==> config.mk <==
export PLATFORM = sky130hd
export DESIGN_NAME = fdc_top
export DESIGN_NICKNAME = d
export VERILOG_FILES = /design/src/logic/fdc_pkg.sv /design/src/logic/fdc_dev_if.sv /design/src/logic/fdc_dev_calc.sv /design/src/logic/fdc_top.sv
export SDC_FILE = /design/constraint.sdc
export NUM_CORES = 1
export LEC_CHECK = 0
export BUFFER_PORTS_ARGS = -buffer_cell sky130_fd_sc_hd__buf_2
export CAP_MARGIN = 20
export CORE_MARGIN = 3
export CORE_UTILIZATION = 30
export DETAILED_ROUTE_END_ITERATION = 6
export GPL_TIMING_DRIVEN = 0
export SYNTH_ARGS = -nofsm -noshare
export SYNTH_HDL_FRONTEND = slang
export SYNTH_HIERARCHICAL = 1
export SYNTH_SLANG_ARGS = --single-unit
==> constraint.sdc <==
create_clock -name CLK_I -period 2.2 [get_ports CLK_I]
set_input_delay 0 -clock CLK_I [delete_from_list [all_inputs] [get_ports CLK_I]]
set_output_delay 0 -clock CLK_I [all_outputs]
set_load 0.02 [all_outputs]
==> src/logic/fdc_pkg.sv <==
// Constants for the FSK deviation and receive-termination configuration block.
// Assumes one 25 MHz clock domain and a synchronous, active-high reset.
package fdc_pkg;
  // ==========================================================================
  // Register map
  localparam logic [5:0] FDC_DEV_OFFSET   = 6'h15;
  localparam logic [5:0] FDC_SMC2_OFFSET  = 6'h16;
  // ==========================================================================
  // Field positions and reset values
  localparam int         FDC_DEV_E_LSB    = 4;
  localparam int         FDC_DEV_M_LSB    = 0;
  localparam int         FDC_TERM_BIT     = 4;
  localparam int         FDC_TUNE_LSB     = 0;
  localparam logic [2:0] FDC_DEV_E_RST    = 3'h4;
  localparam logic [2:0] FDC_DEV_M_RST    = 3'h7;
  localparam logic       FDC_TERM_RST     = 1'b0;
  localparam logic [3:0] FDC_TUNE_RST     = 4'h7;
  // ==========================================================================
  // Arithmetic and timing
  localparam logic [3:0] FDC_IMPLIED_ONE  = 4'h8;
  localparam int         FDC_DEV_W        = 11;
  localparam logic [3:0] FDC_OOK_CS_SYMS  = 4'h8;
  typedef enum logic [1:0] {FDC_IDLE, FDC_WAIT_CS, FDC_HOLD, FDC_DONE} fdc_rx_state_t;
endpackage

==> src/logic/fdc_dev_if.sv <==
// Carries deviation fields to the calculator and the deviation word back.
// Assumes both ends sit in the same clock domain.
`timescale 1ns/10ps
`default_nettype none
interface fdc_dev_if;
  import fdc_pkg::*;
  logic [2:0]          dev_exp;
  logic [2:0]          dev_man;
  logic                ook;
  logic [FDC_DEV_W-1:0] dev_word;
  modport calc (input dev_exp, input dev_man, input ook, output dev_word);
  modport cfg  (output dev_exp, output dev_man, output ook, input dev_word);
endinterface
`default_nettype wire

==> src/logic/fdc_dev_calc.sv <==
// Deviation word from exponent and mantissa, in units of crystal / 2^17.
// Assumes fields come straight from the configuration register.
`timescale 1ns/10ps
`default_nettype none
module fdc_dev_calc
  import fdc_pkg::*;
(
  fdc_dev_if.calc dev
);
  // ==========================================================================
  // Mantissa with implied leading one, shifted by exponent
  function automatic logic [FDC_DEV_W-1:0] dev_of(input logic [2:0] e, input logic [2:0] m);
    logic [FDC_DEV_W-1:0] base;
    base   = {{(FDC_DEV_W-4){1'b0}}, FDC_IMPLIED_ONE | {1'b0, m}};
    dev_of = base << e;
  endfunction

  // OOK has no deviation at all
  assign dev.dev_word = dev.ook ? '0 : dev_of(dev.dev_exp, dev.dev_man);
endmodule
`default_nettype wire

==> src/logic/fdc_top.sv <==
// FSK deviation setting and carrier-sense receive termination configuration.
// Assumes a plain register port at printed offsets and a modem that gives
// symbol ticks, carrier sense and receive/transmit activity levels.
//
// Contract
// Deviation exponent in bits 6:4, read-write, resets to 4.
// Deviation mantissa in bits 2:0, read-write, resets to 7.
// Deviation is crystal/2^17 times (8 plus mantissa) times 2^exponent.
// FSK transmit shifts carrier down for zero, up for one.
// FSK receive uses the configured deviation as expected deviation.
// OOK ignores exponent and mantissa in receive and transmit.
// Receive-termination bit 4, read-write, resets 0, ends receive on carrier sense.
// OOK with termination times out without carrier sense in first 8 symbols.
// Tuning field bits 3:0, read-write, resets to 0111.
// Unused bits read zero and ignore writes.
`timescale 1ns/10ps
`default_nettype none
module fdc_top
  import fdc_pkg::*;
(
  input  wire logic                  CLK_I,
  input  wire logic                  RST_I,
  input  wire logic [5:0]            REG_ADDR_I,
  input  wire logic                  REG_WE_I,
  input  wire logic                  REG_RE_I,
  input  wire logic [7:0]            REG_WDATA_I,
  output logic      [7:0]            REG_RDATA_O,
  input  wire logic                  MOD_OOK_I,
  input  wire logic                  TX_ACTIVE_I,
  input  wire logic                  TX_SYMBOL_I,
  output logic signed [FDC_DEV_W:0]  TX_FREQ_OFFSET_O,
  input  wire logic                  RX_ACTIVE_I,
  input  wire logic                  SYMBOL_TICK_I,
  input  wire logic                  CARRIER_SENSE_I,
  output logic      [FDC_DEV_W-1:0]  RX_EXPECTED_DEV_O,
  output logic                       RX_TERMINATE_O,
  output logic      [3:0]            TUNE_O
);
  logic [2:0]    dev_e_q;
  logic [2:0]    dev_m_q;
  logic          term_en_q;
  logic [3:0]    tune_q;
  logic [3:0]    sym_cnt_q;
  fdc_rx_state_t state_q;

  fdc_dev_if dev_bus ();

  assign dev_bus.dev_exp = dev_e_q;
  assign dev_bus.dev_man = dev_m_q;
  assign dev_bus.ook     = MOD_OOK_I;

  fdc_dev_calc u_calc (
    .dev (dev_bus.calc)
  );

  // ==========================================================================
  // Register writes
  always_ff @(posedge CLK_I) begin
    if (RST_I) begin
      dev_e_q   <= FDC_DEV_E_RST;
      dev_m_q   <= FDC_DEV_M_RST;
      term_en_q <= FDC_TERM_RST;
      tune_q    <= FDC_TUNE_RST;
    end else if (REG_WE_I) begin
      if (REG_ADDR_I == FDC_DEV_OFFSET) begin
        dev_e_q <= REG_WDATA_I[FDC_DEV_E_LSB +: 3];
        dev_m_q <= REG_WDATA_I[FDC_DEV_M_LSB +: 3];
      end else if (REG_ADDR_I == FDC_SMC2_OFFSET) begin
        term_en_q <= REG_WDATA_I[FDC_TERM_BIT];
        tune_q    <= REG_WDATA_I[FDC_TUNE_LSB +: 4];
      end
    end
  end

  // ==========================================================================
  // Register reads, one cycle after the read strobe
  always_ff @(posedge CLK_I) begin
    if (RST_I) begin
      REG_RDATA_O <= 8'h00;
    end else if (REG_RE_I) begin
      if (REG_ADDR_I == FDC_DEV_OFFSET) begin
        REG_RDATA_O <= {1'b0, dev_e_q, 1'b0, dev_m_q};
      end else if (REG_ADDR_I == FDC_SMC2_OFFSET) begin
        REG_RDATA_O <= {3'h0, term_en_q, tune_q};
      end else begin
        REG_RDATA_O <= 8'h00;
      end
    end
  end

  assign TUNE_O = tune_q;

  // ==========================================================================
  // Transmit tone offset; zero under OOK or when not sending
  always_ff @(posedge CLK_I) begin
    if (RST_I) begin
      TX_FREQ_OFFSET_O <= '0;
    end else if (!TX_ACTIVE_I || MOD_OOK_I) begin
      TX_FREQ_OFFSET_O <= '0;
    end else if (TX_SYMBOL_I) begin
      TX_FREQ_OFFSET_O <= $signed({1'b0, dev_bus.dev_word});
    end else begin
      TX_FREQ_OFFSET_O <= -$signed({1'b0, dev_bus.dev_word});
    end
  end

  // ==========================================================================
  // Expected receive deviation for the demodulator
  always_ff @(posedge CLK_I) begin
    if (RST_I) begin
      RX_EXPECTED_DEV_O <= '0;
    end else begin
      RX_EXPECTED_DEV_O <= dev_bus.dev_word;
    end
  end

  // ==========================================================================
  // Carrier-sense termination. OOK: give up if no carrier sense within the
  // first symbols. FSK: end once carrier sense, having been seen, drops.
  always_ff @(posedge CLK_I) begin
    if (RST_I) begin
      state_q        <= FDC_IDLE;
      sym_cnt_q      <= 4'h0;
      RX_TERMINATE_O <= 1'b0;
    end else begin
      RX_TERMINATE_O <= 1'b0;
      if (!RX_ACTIVE_I) begin
        state_q <= FDC_IDLE;
      end else begin
        case (state_q)
          FDC_IDLE: begin
            sym_cnt_q <= 4'h0;
            if (term_en_q) begin
              state_q <= FDC_WAIT_CS;
            end
          end
          FDC_WAIT_CS: begin
            if (CARRIER_SENSE_I) begin
              state_q <= FDC_HOLD;
            end else if (SYMBOL_TICK_I) begin
              sym_cnt_q <= sym_cnt_q + 4'h1;
              if (MOD_OOK_I && (sym_cnt_q + 4'h1 == FDC_OOK_CS_SYMS)) begin
                RX_TERMINATE_O <= 1'b1;
                state_q        <= FDC_DONE;
              end
            end
          end
          FDC_HOLD: begin
            if (!MOD_OOK_I && !CARRIER_SENSE_I) begin
              RX_TERMINATE_O <= 1'b1;
              state_q        <= FDC_DONE;
            end
          end
          default: begin
            state_q <= FDC_DONE;
          end
        endcase
      end
    end
  end
endmodule
`default_nettype wire

==> reports/qor.yml, run 1 <==
status: "complete, but fails checks"
violations: "hold timing"
drive_gt1_share_pct: 26.7
core.rowCount: 31
leakagePower_nw: 1.22
wl_per_cell_um: 12.5
clk_pin_slew_worst_paths_ps: 80
nNetsFinal: 360
die-area_sq_um: 8630
cp_max_fo: 10
cts_buffers: 5
endpoint: "TX_FREQ_OFFSET_O[10]$_SDFF_PP0_"
pwr_density_cell_nw_per_um2: 549
hold_class: "in2reg"
grt_start_max_net_pins: 15
syn_nets: 286
finalSetupViolCount: 0
first_pass_iters: 4
grt_pass1_wl_um: 8820
maxCapViolCount: 0
min_period_ps: 2050
antenna_left: 0
synth_top_cell_by_area: "dfxtp_1"
cts_buffer_depth: 2
hold_ws_ps: -0.618
netlist_instances: 255
clock_sinks: 48
synth_top_area_share_pct: 42.4
cts_root_buf: "clkbuf_8"
syn-cell-area_sq_um: 2260
diodes: 0
gr-total-overflow: 0
cts_tree: "built"
hp-start: "REG_WE_I"
finalSetupTns_ps: 0
cp.required_ps: 2380
antenna_found_initial: 0
setup_ws_ps: 152
reg2reg_to: "TX_FREQ_OFFSET_O[10]$_SDFF_PP0_"
drc_errors: 0
boundaryPins: 60
ys_ff_latch: 48
startpoint: "dev_bus.dev_exp[1]$_SDFFE_PP0P_"
synth_edf_count: 0
dp_hpwl_um: 3990
tightest_slew_ps: 544
synth_cell_types: 49
via_per_inst: 4.72
synthTopCellsByArea: "dfxtp_1 42%, nor2_1 5.6%, ha_1 3.9%"
start_util_pct: 31.1
die_x_um: 92.9
criticalPathCategory: "reg2reg"
syn_to_final_growth_pct: 28.6
post-place-ws_ps: -179
drt_iter0_markers: 56
regToRegSetupSlack_ps: 150
gp_congestion: 0.755
port_buffers: 56
period_share_pct: 93.1
syn_avg_cell_area_sq_um: 8.88
slew_violations: 0
clk-insertion-delay-late_ps: 290
synth-main-ff-cell: "dfxtp_1"
die_h_um: 92.9
core_area_sq_um: 7290
wl_um: 5360
num_vias: 2023
ys_seq_area_share_pct: 42.4
r2r_cells: 8
cts-htree-levels: 2
cp-start-kind: "flip-flop"
ys_async_sr_fraction_pct: 0
slew_headroom_pct: 63.7
yosys_warnings: 6
grt_pass1_vias: 1872
hold_viol: 1
vdd_drop_max_mv: 0.231
fin_skew_ps: 2.26
worst-endpoint-arrival_ps: 2230
r2r-start: "dev_bus.dev_exp[1]$_SDFFE_PP0P_"
grtUsageTotal_pct: 12.5
fmax_mhz: 488
end_kind: "flip-flop"
## cells in the mapped netlist, types with 3 or more instances
master,n
nor2_1,34
xnor2_1,10
inv_1,9
a31oi_1,4
nand3_1,15
nor3b_1,3
nand4b_1,3
o21ai_0,3
nand3b_1,9
nor2b_1,10
a21oi_1,16
buf_4,3
mux2i_1,4
a211oi_1,5
nand2_1,17
a22oi_1,6
nand2b_1,8
nor3_1,3
clkbuf_1,8
dfxtp_1,48
ha_1,7
## worst max-delay path, cell delays in order, from the launching register on
cell and delay (ps):
dfxtp_2 360, buf_6 140, mux2_4 320, a21oi_2 150
a311oi_2 90, nor4_2 450, a41oi_2 170, xnor2_1 190
nor2_1 50
## worst min-delay path by stage
stage / end / slack (ps) / depth (start not counted)
floorplan: RX_TERMINATE_O$_SDFF_PP0_ / 80 / 1
global placement: dev_bus.dev_man[2]$_SDFFE_PP1P_ / 250 / 3
detailed placement: RX_TERMINATE_O$_SDFF_PP0_ / 250 / 2
CTS: dev_bus.dev_exp[1]$_SDFFE_PP0P_ / 2 / 3
global route: dev_bus.dev_exp[1]$_SDFFE_PP0P_ / 10 / 3
finish: dev_bus.dev_exp[1]$_SDFFE_PP0P_ / -0.6 / 3
## layout by cell type, fill, tap and decap left out, types with 2 or more instances in the layout
cell type / n
buf_2: 57
dfxtp_1: 47
nor2_1: 34
nand2_1: 17
nand3_1: 15
a21oi_1: 15
xnor2_1: 10
nor2b_1: 10
inv_1: 9
clkbuf_1: 9
nand3b_1: 9
dlygate4sd3_1: 9
nand2b_1: 8
ha_1: 7
a22oi_1: 6
clkbuf_8: 6
buf_4: 5
a211oi_1: 5
nor3b_2: 4
mux2i_1: 4
a31oi_1: 4
nand4b_1: 3
o21ai_0: 3
and3b_1: 2
or2_2: 2
nor3_1: 2
a21oi_2: 2
## cells by family (layout without fill, tap and decap cells)
| family | count (synthesis) | count (layout) | share of synthesized area (%) |
|---|---|---|---|
| XOR/XNOR | 10 | 10 | 3.87 |
| buffers and inverters | 22 | 97 | 4.53 |
| adder cells (fa/ha/maj) | 7 | 7 | 3.87 |
| flip-flops | 48 | 48 | 42.4 |
| AND/OR/NAND/NOR | 117 | 117 | 29.3 |
| multiplexers | 6 | 6 | 2.93 |
| AO/OA/AOI/OAI | 44 | 44 | 12.9 |
| other | 1 | 1 | 0.166 |
## power breakdown
part | total, mW | switching [mW] | internal [mW]
Clock | 0.535 | 0.279 | 0.255
Sequential | 0.887 | 0.00517 | 0.882
Combinational | 0.177 | 0.100 | 0.0765
Total | 1.60 | 0.385 | 1.21
## repair_timing
| action | CTS | global route |
|---|---|---|
| pin swaps | 0 | 3 |
| gates resized for setup | 2 | 7 |
| setup buffers | 0 | 2 |
| setup endpoints to repair | 7 | 8 |
| hold buffers | 9 | 0 |
| hold endpoints to repair | 14 | 0 |
## state kept, by name, indices dropped and copies added, names as in the netlist
register,flops
TX_FREQ_OFFSET_O,12
RX_EXPECTED_DEV_O,11
REG_RDATA_O,7
TUNE_O,4
sym_cnt_q,4
dev_bus.dev_exp,3
dev_bus.dev_man,3
state_q,2
RX_TERMINATE_O,1
term_en_q,1
## per-layer routing
metal | share of wire (%) | global-route usage, %
met1 | 49 | 17.2
met2 | 44 | 19.3
met3 | 6.1 | 3.09
met4 | 1.3 | 3.54
met5 | 0 | 0
## cell type report
type | count | area [sq um]
Fill cell | 779 | 4380
Multi-Input combinational cell | 185 | 1240
Sequential cell | 48 | 962
Clock buffer | 7 | 86.3
Buffer | 13 | 68.8
Inverter | 9 | 33.8
Tap cell | 99 | 124
Timing Repair Buffer | 67 | 385
Clock inverter | 1 | 7.51
## metrics by stage
stage	utilization (%)	instances	total power [mW]	instance area (sq um)
floorplan	-	255	1.00	2260
global placement	36.6	410	1.06	2670
detailed placement	36.6	410	1.06	2670
CTS	39.3	427	1.61	2860
global route	39.9	429	1.67	2910
finish	39.9	429	1.60	2910
Power figures use the tool's default switching activity.
==> run 2: changes to the inputs <==
- ABC_AREA: unset -> 1
- TNS_END_PERCENT: unset -> 50
==> run 2 against run 1 <==
Effect of this change:
- the run now ends clean
- clock skew up 4.2 ps
- sequential share of layout area up 0.75 points
- first-iteration DRC count up 55%
- die area down 0.83%
- non-clock buffer count down 9
- worst setup slack better by 220 ps
- sequential power up 0.6%
==> reports/qor.yml, run 2 <==
cts-htree-levels: 2
grt_pass1_wl_um: 8880
worst-endpoint-arrival_ps: 2030
die_x_um: 92.5
largest_reg_flops: 12
regMostFlops: "TX_FREQ_OFFSET_O"
diodes: 0
cp-start-kind: "flip-flop"
grt_pass1_vias: 2021
ys_seq_area_share_pct: 42.8
clock_sinks: 48
core_area_sq_um: 7020
ff_latch_area_sq_um: 962
reg2reg_to: "TX_FREQ_OFFSET_O[8]$_SDFF_PP0_"
hp-start: "TX_SYMBOL_I"
drt_iter0_markers: 87
yosysMostFrequentCell: "nand2_1"
fill_cells: 753
crit_family: "simple AND/OR/NAND/NOR gates"
netlist_instances: 325
wl_per_cell_um: 10.3
hold_ws_ps: 13.2
nNetsFinal: 428
wl_um: 5090
fin_skew_ps: 6.45
totalPowerFinal_mw: 1.70
grt_use_met2_pct: 20.4
slew_violations: 0
cp.buffers_inverters: 3
synth_cell_types: 24
status: "completed"
min_period_ps: 1830
fmax_mhz: 546
syn_nets: 356
dp_hpwl_um: 4060
clk_pin_slew_worst_paths_ps: 90
r2r-start: "dev_bus.dev_exp[2]$_SDFFE_PP1P_"
synth_top_area_share_pct: 42.8
cp.depth: 11
first_pass_iters: 4
cts_buffers: 5
vdd_drop_max_mv: 0.292
antenna_left: 0
gr-total-overflow: 0
drc_errors: 0
cts_root_buf: "clkbuf_8"
grt_util_met3_pct: 2.76
finish.instance_area_sq_um: 2850
antenna_found_initial: 0
via_per_inst: 4.31
final_cell_mix: "79 x nand2_1, 59 x buf_2, 49 x nor2_1"
syn_avg_cell_area_sq_um: 6.91
max_stage_delay_ps: 360
r2r_cells: 11
drive_gt1_share_pct: 21.1
die_h_um: 92.5
grtUsageTotal_pct: 12.6
grtUsageMet1_pct: 16.5
core.rowCount: 30
syn_to_final_growth_pct: 26.9
rsz0062_at_grt: "false"
cp.required_ps: 2390
setup_ws_ps: 369
die-area_sq_um: 8560
final_common_cell: "nand2_1"
synth_commonest_cells: "79 x nand2_1, 49 x nor2_1, 48 x dfxtp_1"
ys_ff_latch: 48
path_common_cell: "inv_1"
synth-main-ff-cell: "dfxtp_1"
hold_class: "in2reg"
crit_slowest_cell: "dfxtp_1"
finalSetupViolCount: 0
yosys_warnings: 6
multiInputGateArea_sq_um: 1080
finalSetupTns_ps: 0
maxCapViolCount: 0
final_core_util_pct: 40.6
startpoint: "dev_bus.dev_exp[2]$_SDFFE_PP1P_"
hold_viol: 0
criticalPathCategory: "reg2reg"
regToRegSetupSlack_ps: 370
period_share_pct: 83.2
pwr_density_cell_nw_per_um2: 596
cp_max_fo: 5
boundaryPins: 60
worstPathCellList: "nor2_1, inv_1, nor3_1, inv_1, ha_1, inv_1, nor3_2, nand3_1, nand2_1, o21ai_0, nor2_1"
cts_buffer_depth: 2
finalNonFillerCells: 494
start_util_pct: 32.0
ys_async_sr_fraction_pct: 0
end_kind: "flip-flop"
placed_area_sq_um: 2650
synth_top_cell_by_area: "dfxtp_1"
synthTopCellsByArea: "dfxtp_1 43%, nand2_1 13%, nor2_1 8.2%"
port_buffers: 57
synth_edf_count: 0
num_vias: 2131
placedCellCount: 478
grt_start_max_net_pins: 16
leakagePower_nw: 1.44
clk-insertion-delay-late_ps: 300
gp_congestion: 0.859
syn-cell-area_sq_um: 2240
largest_registers: "TX_FREQ_OFFSET_O: 12 flops, RX_EXPECTED_DEV_O: 11 flops, REG_RDATA_O: 7 flops"
endpoint: "TX_FREQ_OFFSET_O[8]$_SDFF_PP0_"
grt-busiest-layer: "met2"
cts_tree: "built"
post-place-ws_ps: 151
## run 2: layout make-up
class	count	share of cell area, %
Tap cell	96	4.22
Inverter	45	6.28
Buffer	6	1.01
Clock buffer	5	2.42
Sequential cell	48	33.8
Clock inverter	3	1.49
Multi-Input combinational cell	226	38.0
Timing Repair Buffer	65	12.8
## run 2: timing repair
action | in CTS | in global routing
endpoints found under the setup margin | 0 | 3
hold endpoints to repair | 14 | 0
buffers inserted | 0 | 0
resized for setup | 0 | 2
hold buffers | 8 | 0
## run 2: cell families (layout without fill, tap and decap cells)
kind of cell,Yosys count,count (layout),synth area share [%]
flip-flops,48,48,42.8
AO/OA/AOI/OAI,34,34,8.03
adder cells (fa/ha/maj),7,7,3.90
other,1,1,0.167
AND/OR/NAND/NOR,184,184,35.8
buffers and inverters,51,124,9.25
## run 2: report_power, final
part           total, mW  internal (mW)  leakage [nW]  switching (mW)
clock              0.629          0.336        0.0541           0.293
sequential         0.892          0.885         0.390         0.00743
combinational      0.175         0.0662         0.991           0.109
## run 2: per-layer routing
| layer | vias up | routed length [um] |
|---|---|---|
| met4 | 0 | 74 |
| met5 | - | 0 |
| li1 | 1168 | - |
| met2 | 46 | 2270 |
| met1 | 912 | 2490 |
| met3 | 5 | 252 |
## run 2: worst min-delay path by stage
stage / slack, ps / endpoint / cells past startpoint
CTS: 9 / TX_FREQ_OFFSET_O[1]$_SDFF_PP0_ / 3
global placement: 210 / dev_bus.dev_exp[2]$_SDFFE_PP1P_ / 3
detailed placement: 210 / dev_bus.dev_exp[2]$_SDFFE_PP1P_ / 3
floorplan: 110 / TUNE_O[0]$_SDFFE_PP1P_ / 2
global route: 20 / TX_FREQ_OFFSET_O[1]$_SDFF_PP0_ / 3
finish: 10 / TX_FREQ_OFFSET_O[1]$_SDFF_PP0_ / 3
## run 2: worst reg2reg max path: stages, from the launching register on
cell and delay, ps:
dfxtp_1 360, nor2_1 220, inv_1 120, nor3_1 150, inv_1 120, ha_1 230
inv_1 90, nor3_2 50, nand3_1 100, nand2_1 90, o21ai_0 150, nor2_1 50
==> run 3: changes to the inputs <==
- clock period: 2.2 -> 1.9 ns (I/O delays scaled with it)
==> run 3 against run 2 <==
Effect of this change:
- sequential share of layout area down 0.25 points
- clock power up 17%
- hold slack about the same
==> reports/qor.yml, run 3 (synthesis results as in run 2) <==
via_per_inst: 4.37
antenna_left: 0
drive_gt1_share_pct: 23.6
regMostFlops: "TX_FREQ_OFFSET_O"
core_area_sq_um: 7020
fin_skew_ps: 5.75
grtUsageTotal_pct: 12.6
hp-start: "TX_SYMBOL_I"
clk_pin_slew_worst_paths_ps: 90
nNetsFinal: 428
core.rowCount: 30
status: "completed"
gp_congestion: 0.859
clk-insertion-delay-late_ps: 300
min_period_ps: 1710
port_buffers: 57
placed_area_sq_um: 2650
vdd_drop_max_mv: 0.338
pwr_density_cell_nw_per_um2: 684
reg2reg_to: "TX_FREQ_OFFSET_O[10]$_SDFF_PP0_"
fmax_mhz: 585
cts_tree: "built"
cts_buffers: 5
cp.required_ps: 2090
start_util_pct: 32.0
first_pass_iters: 4
antenna_found_initial: 0
finish.instance_area_sq_um: 2880
leakagePower_nw: 1.44
hold_viol: 0
grt_pass1_wl_um: 8880
diodes: 0
num_vias: 2157
grt_start_max_net_pins: 16
hold_class: "in2reg"
r2r-start: "dev_bus.dev_exp[0]$_SDFFE_PP0P_"
regToRegSetupSlack_ps: 190
largest_reg_flops: 12
drc_errors: 0
cp_max_fo: 8
finalSetupViolCount: 0
criticalPathCategory: "reg2reg"
worst-endpoint-arrival_ps: 1900
wl_per_cell_um: 10.4
largest_registers: "TX_FREQ_OFFSET_O: 12 flops, RX_EXPECTED_DEV_O: 11 flops, REG_RDATA_O: 7 flops"
end_kind: "flip-flop"
dp_hpwl_um: 4060
clock_sinks: 48
min_to: "TX_FREQ_OFFSET_O[1]$_SDFF_PP0_"
setup_ws_ps: 192
die_x_um: 92.5
gr-total-overflow: 0
drt_iter0_markers: 77
rsz0062_at_grt: "true"
r2r_cells: 14
grt_pass1_vias: 2021
die-area_sq_um: 8560
post-cts-setup-buffers: 0
final_common_cell: "nand2_1"
post-place-ws_ps: -149
holdPathStages: 3
slew_violations: 0
period_share_pct: 89.9
maxCapViolCount: 0
final_core_util_pct: 41.1
wl_um: 5130
die_h_um: 92.5
boundaryPins: 60
final_cell_mix: "78 x nand2_1, 59 x buf_2, 45 x dfxtp_1, 45 x nor2_1, 40 x inv_1"
cp-start-kind: "flip-flop"
cts_root_buf: "clkbuf_8"
syn_to_final_growth_pct: 28.5
cts_buffer_depth: 2
cts-htree-levels: 2
run 3: through the flow:
step / total power, mW / TNS [ps] / instances / hold WS (ps)
floorplan: 1.18 / 0 / 325 / 113
global placement: 1.25 / -206 / 478 / 208
detailed placement: 1.25 / -293 / 478 / 211
CTS: 1.99 / 0 / 494 / 8.74
global route: 2.07 / -29.7 / 494 / 18.9
finish: 1.97 / 0 / 494 / 13.5
run 3: repair_timing:
| item | 4_1_cts | 5_1_grt |
|---|---|---|
| gates resized for setup | 2 | 14 |
| setup endpoints to repair | 4 | 7 |
| hold buffers | 8 | 0 |
| pin swaps | 0 | 0 |
| hold endpoints to repair | 14 | 0 |
run 3: critical path: stages (launching register included):
cell and delay (ps):
dfxtp_4 410, inv_2 80, nand2_1 80, nand2_1 70, nand2_1 70, nor2_2 40, inv_1 90, ha_2 190
inv_2 50, nor3_4 150, nand3_2 110, nand2_2 90, nand3_1 70, nand2_1 70, nor2_1 40
run 3: power by group:
group	leakage (nW)	internal, mW	switching [mW]
clock	0.0541	0.390	0.343
sequential	0.391	1.02	0.00870
combinational	0.991	0.0780	0.129
run 3: how the worst max path moves through the flow:
stage	cells past startpoint	startpoint	endpoint
3_5_place_dp	14	dev_bus.dev_exp[0]$_SDFFE_PP0P_	TX_FREQ_OFFSET_O[10]$_SDFF_PP0_
5_1_grt	14	dev_bus.dev_exp[0]$_SDFFE_PP0P_	TX_FREQ_OFFSET_O[10]$_SDFF_PP0_
4_1_cts	14	dev_bus.dev_exp[0]$_SDFFE_PP0P_	TX_FREQ_OFFSET_O[10]$_SDFF_PP0_
3_3_place_gp	14	dev_bus.dev_exp[0]$_SDFFE_PP0P_	TX_FREQ_OFFSET_O[10]$_SDFF_PP0_
6_report	14	dev_bus.dev_exp[0]$_SDFFE_PP0P_	TX_FREQ_OFFSET_O[10]$_SDFF_PP0_
2_1_floorplan	14	dev_bus.dev_exp[0]$_SDFFE_PP0P_	TX_FREQ_OFFSET_O[10]$_SDFF_PP0_
run 3: layout make-up:
class	instances	area, sq um
buffer	6	28.8
clock buffer	5	68.8
clock inverter	3	42.5
fill	741	4140
inverter	45	179
multi-input combinational	226	1110
sequential	48	967
tap	96	120
timing repair buffer	65	365
run 3: layer usage:
layer | routed length [um] | GRT usage (%)
met1 | 2500 | 16.5
met2 | 2300 | 20.4
met3 | 249 | 2.76
met4 | 74 | 4.58
met5 | 0 | 0
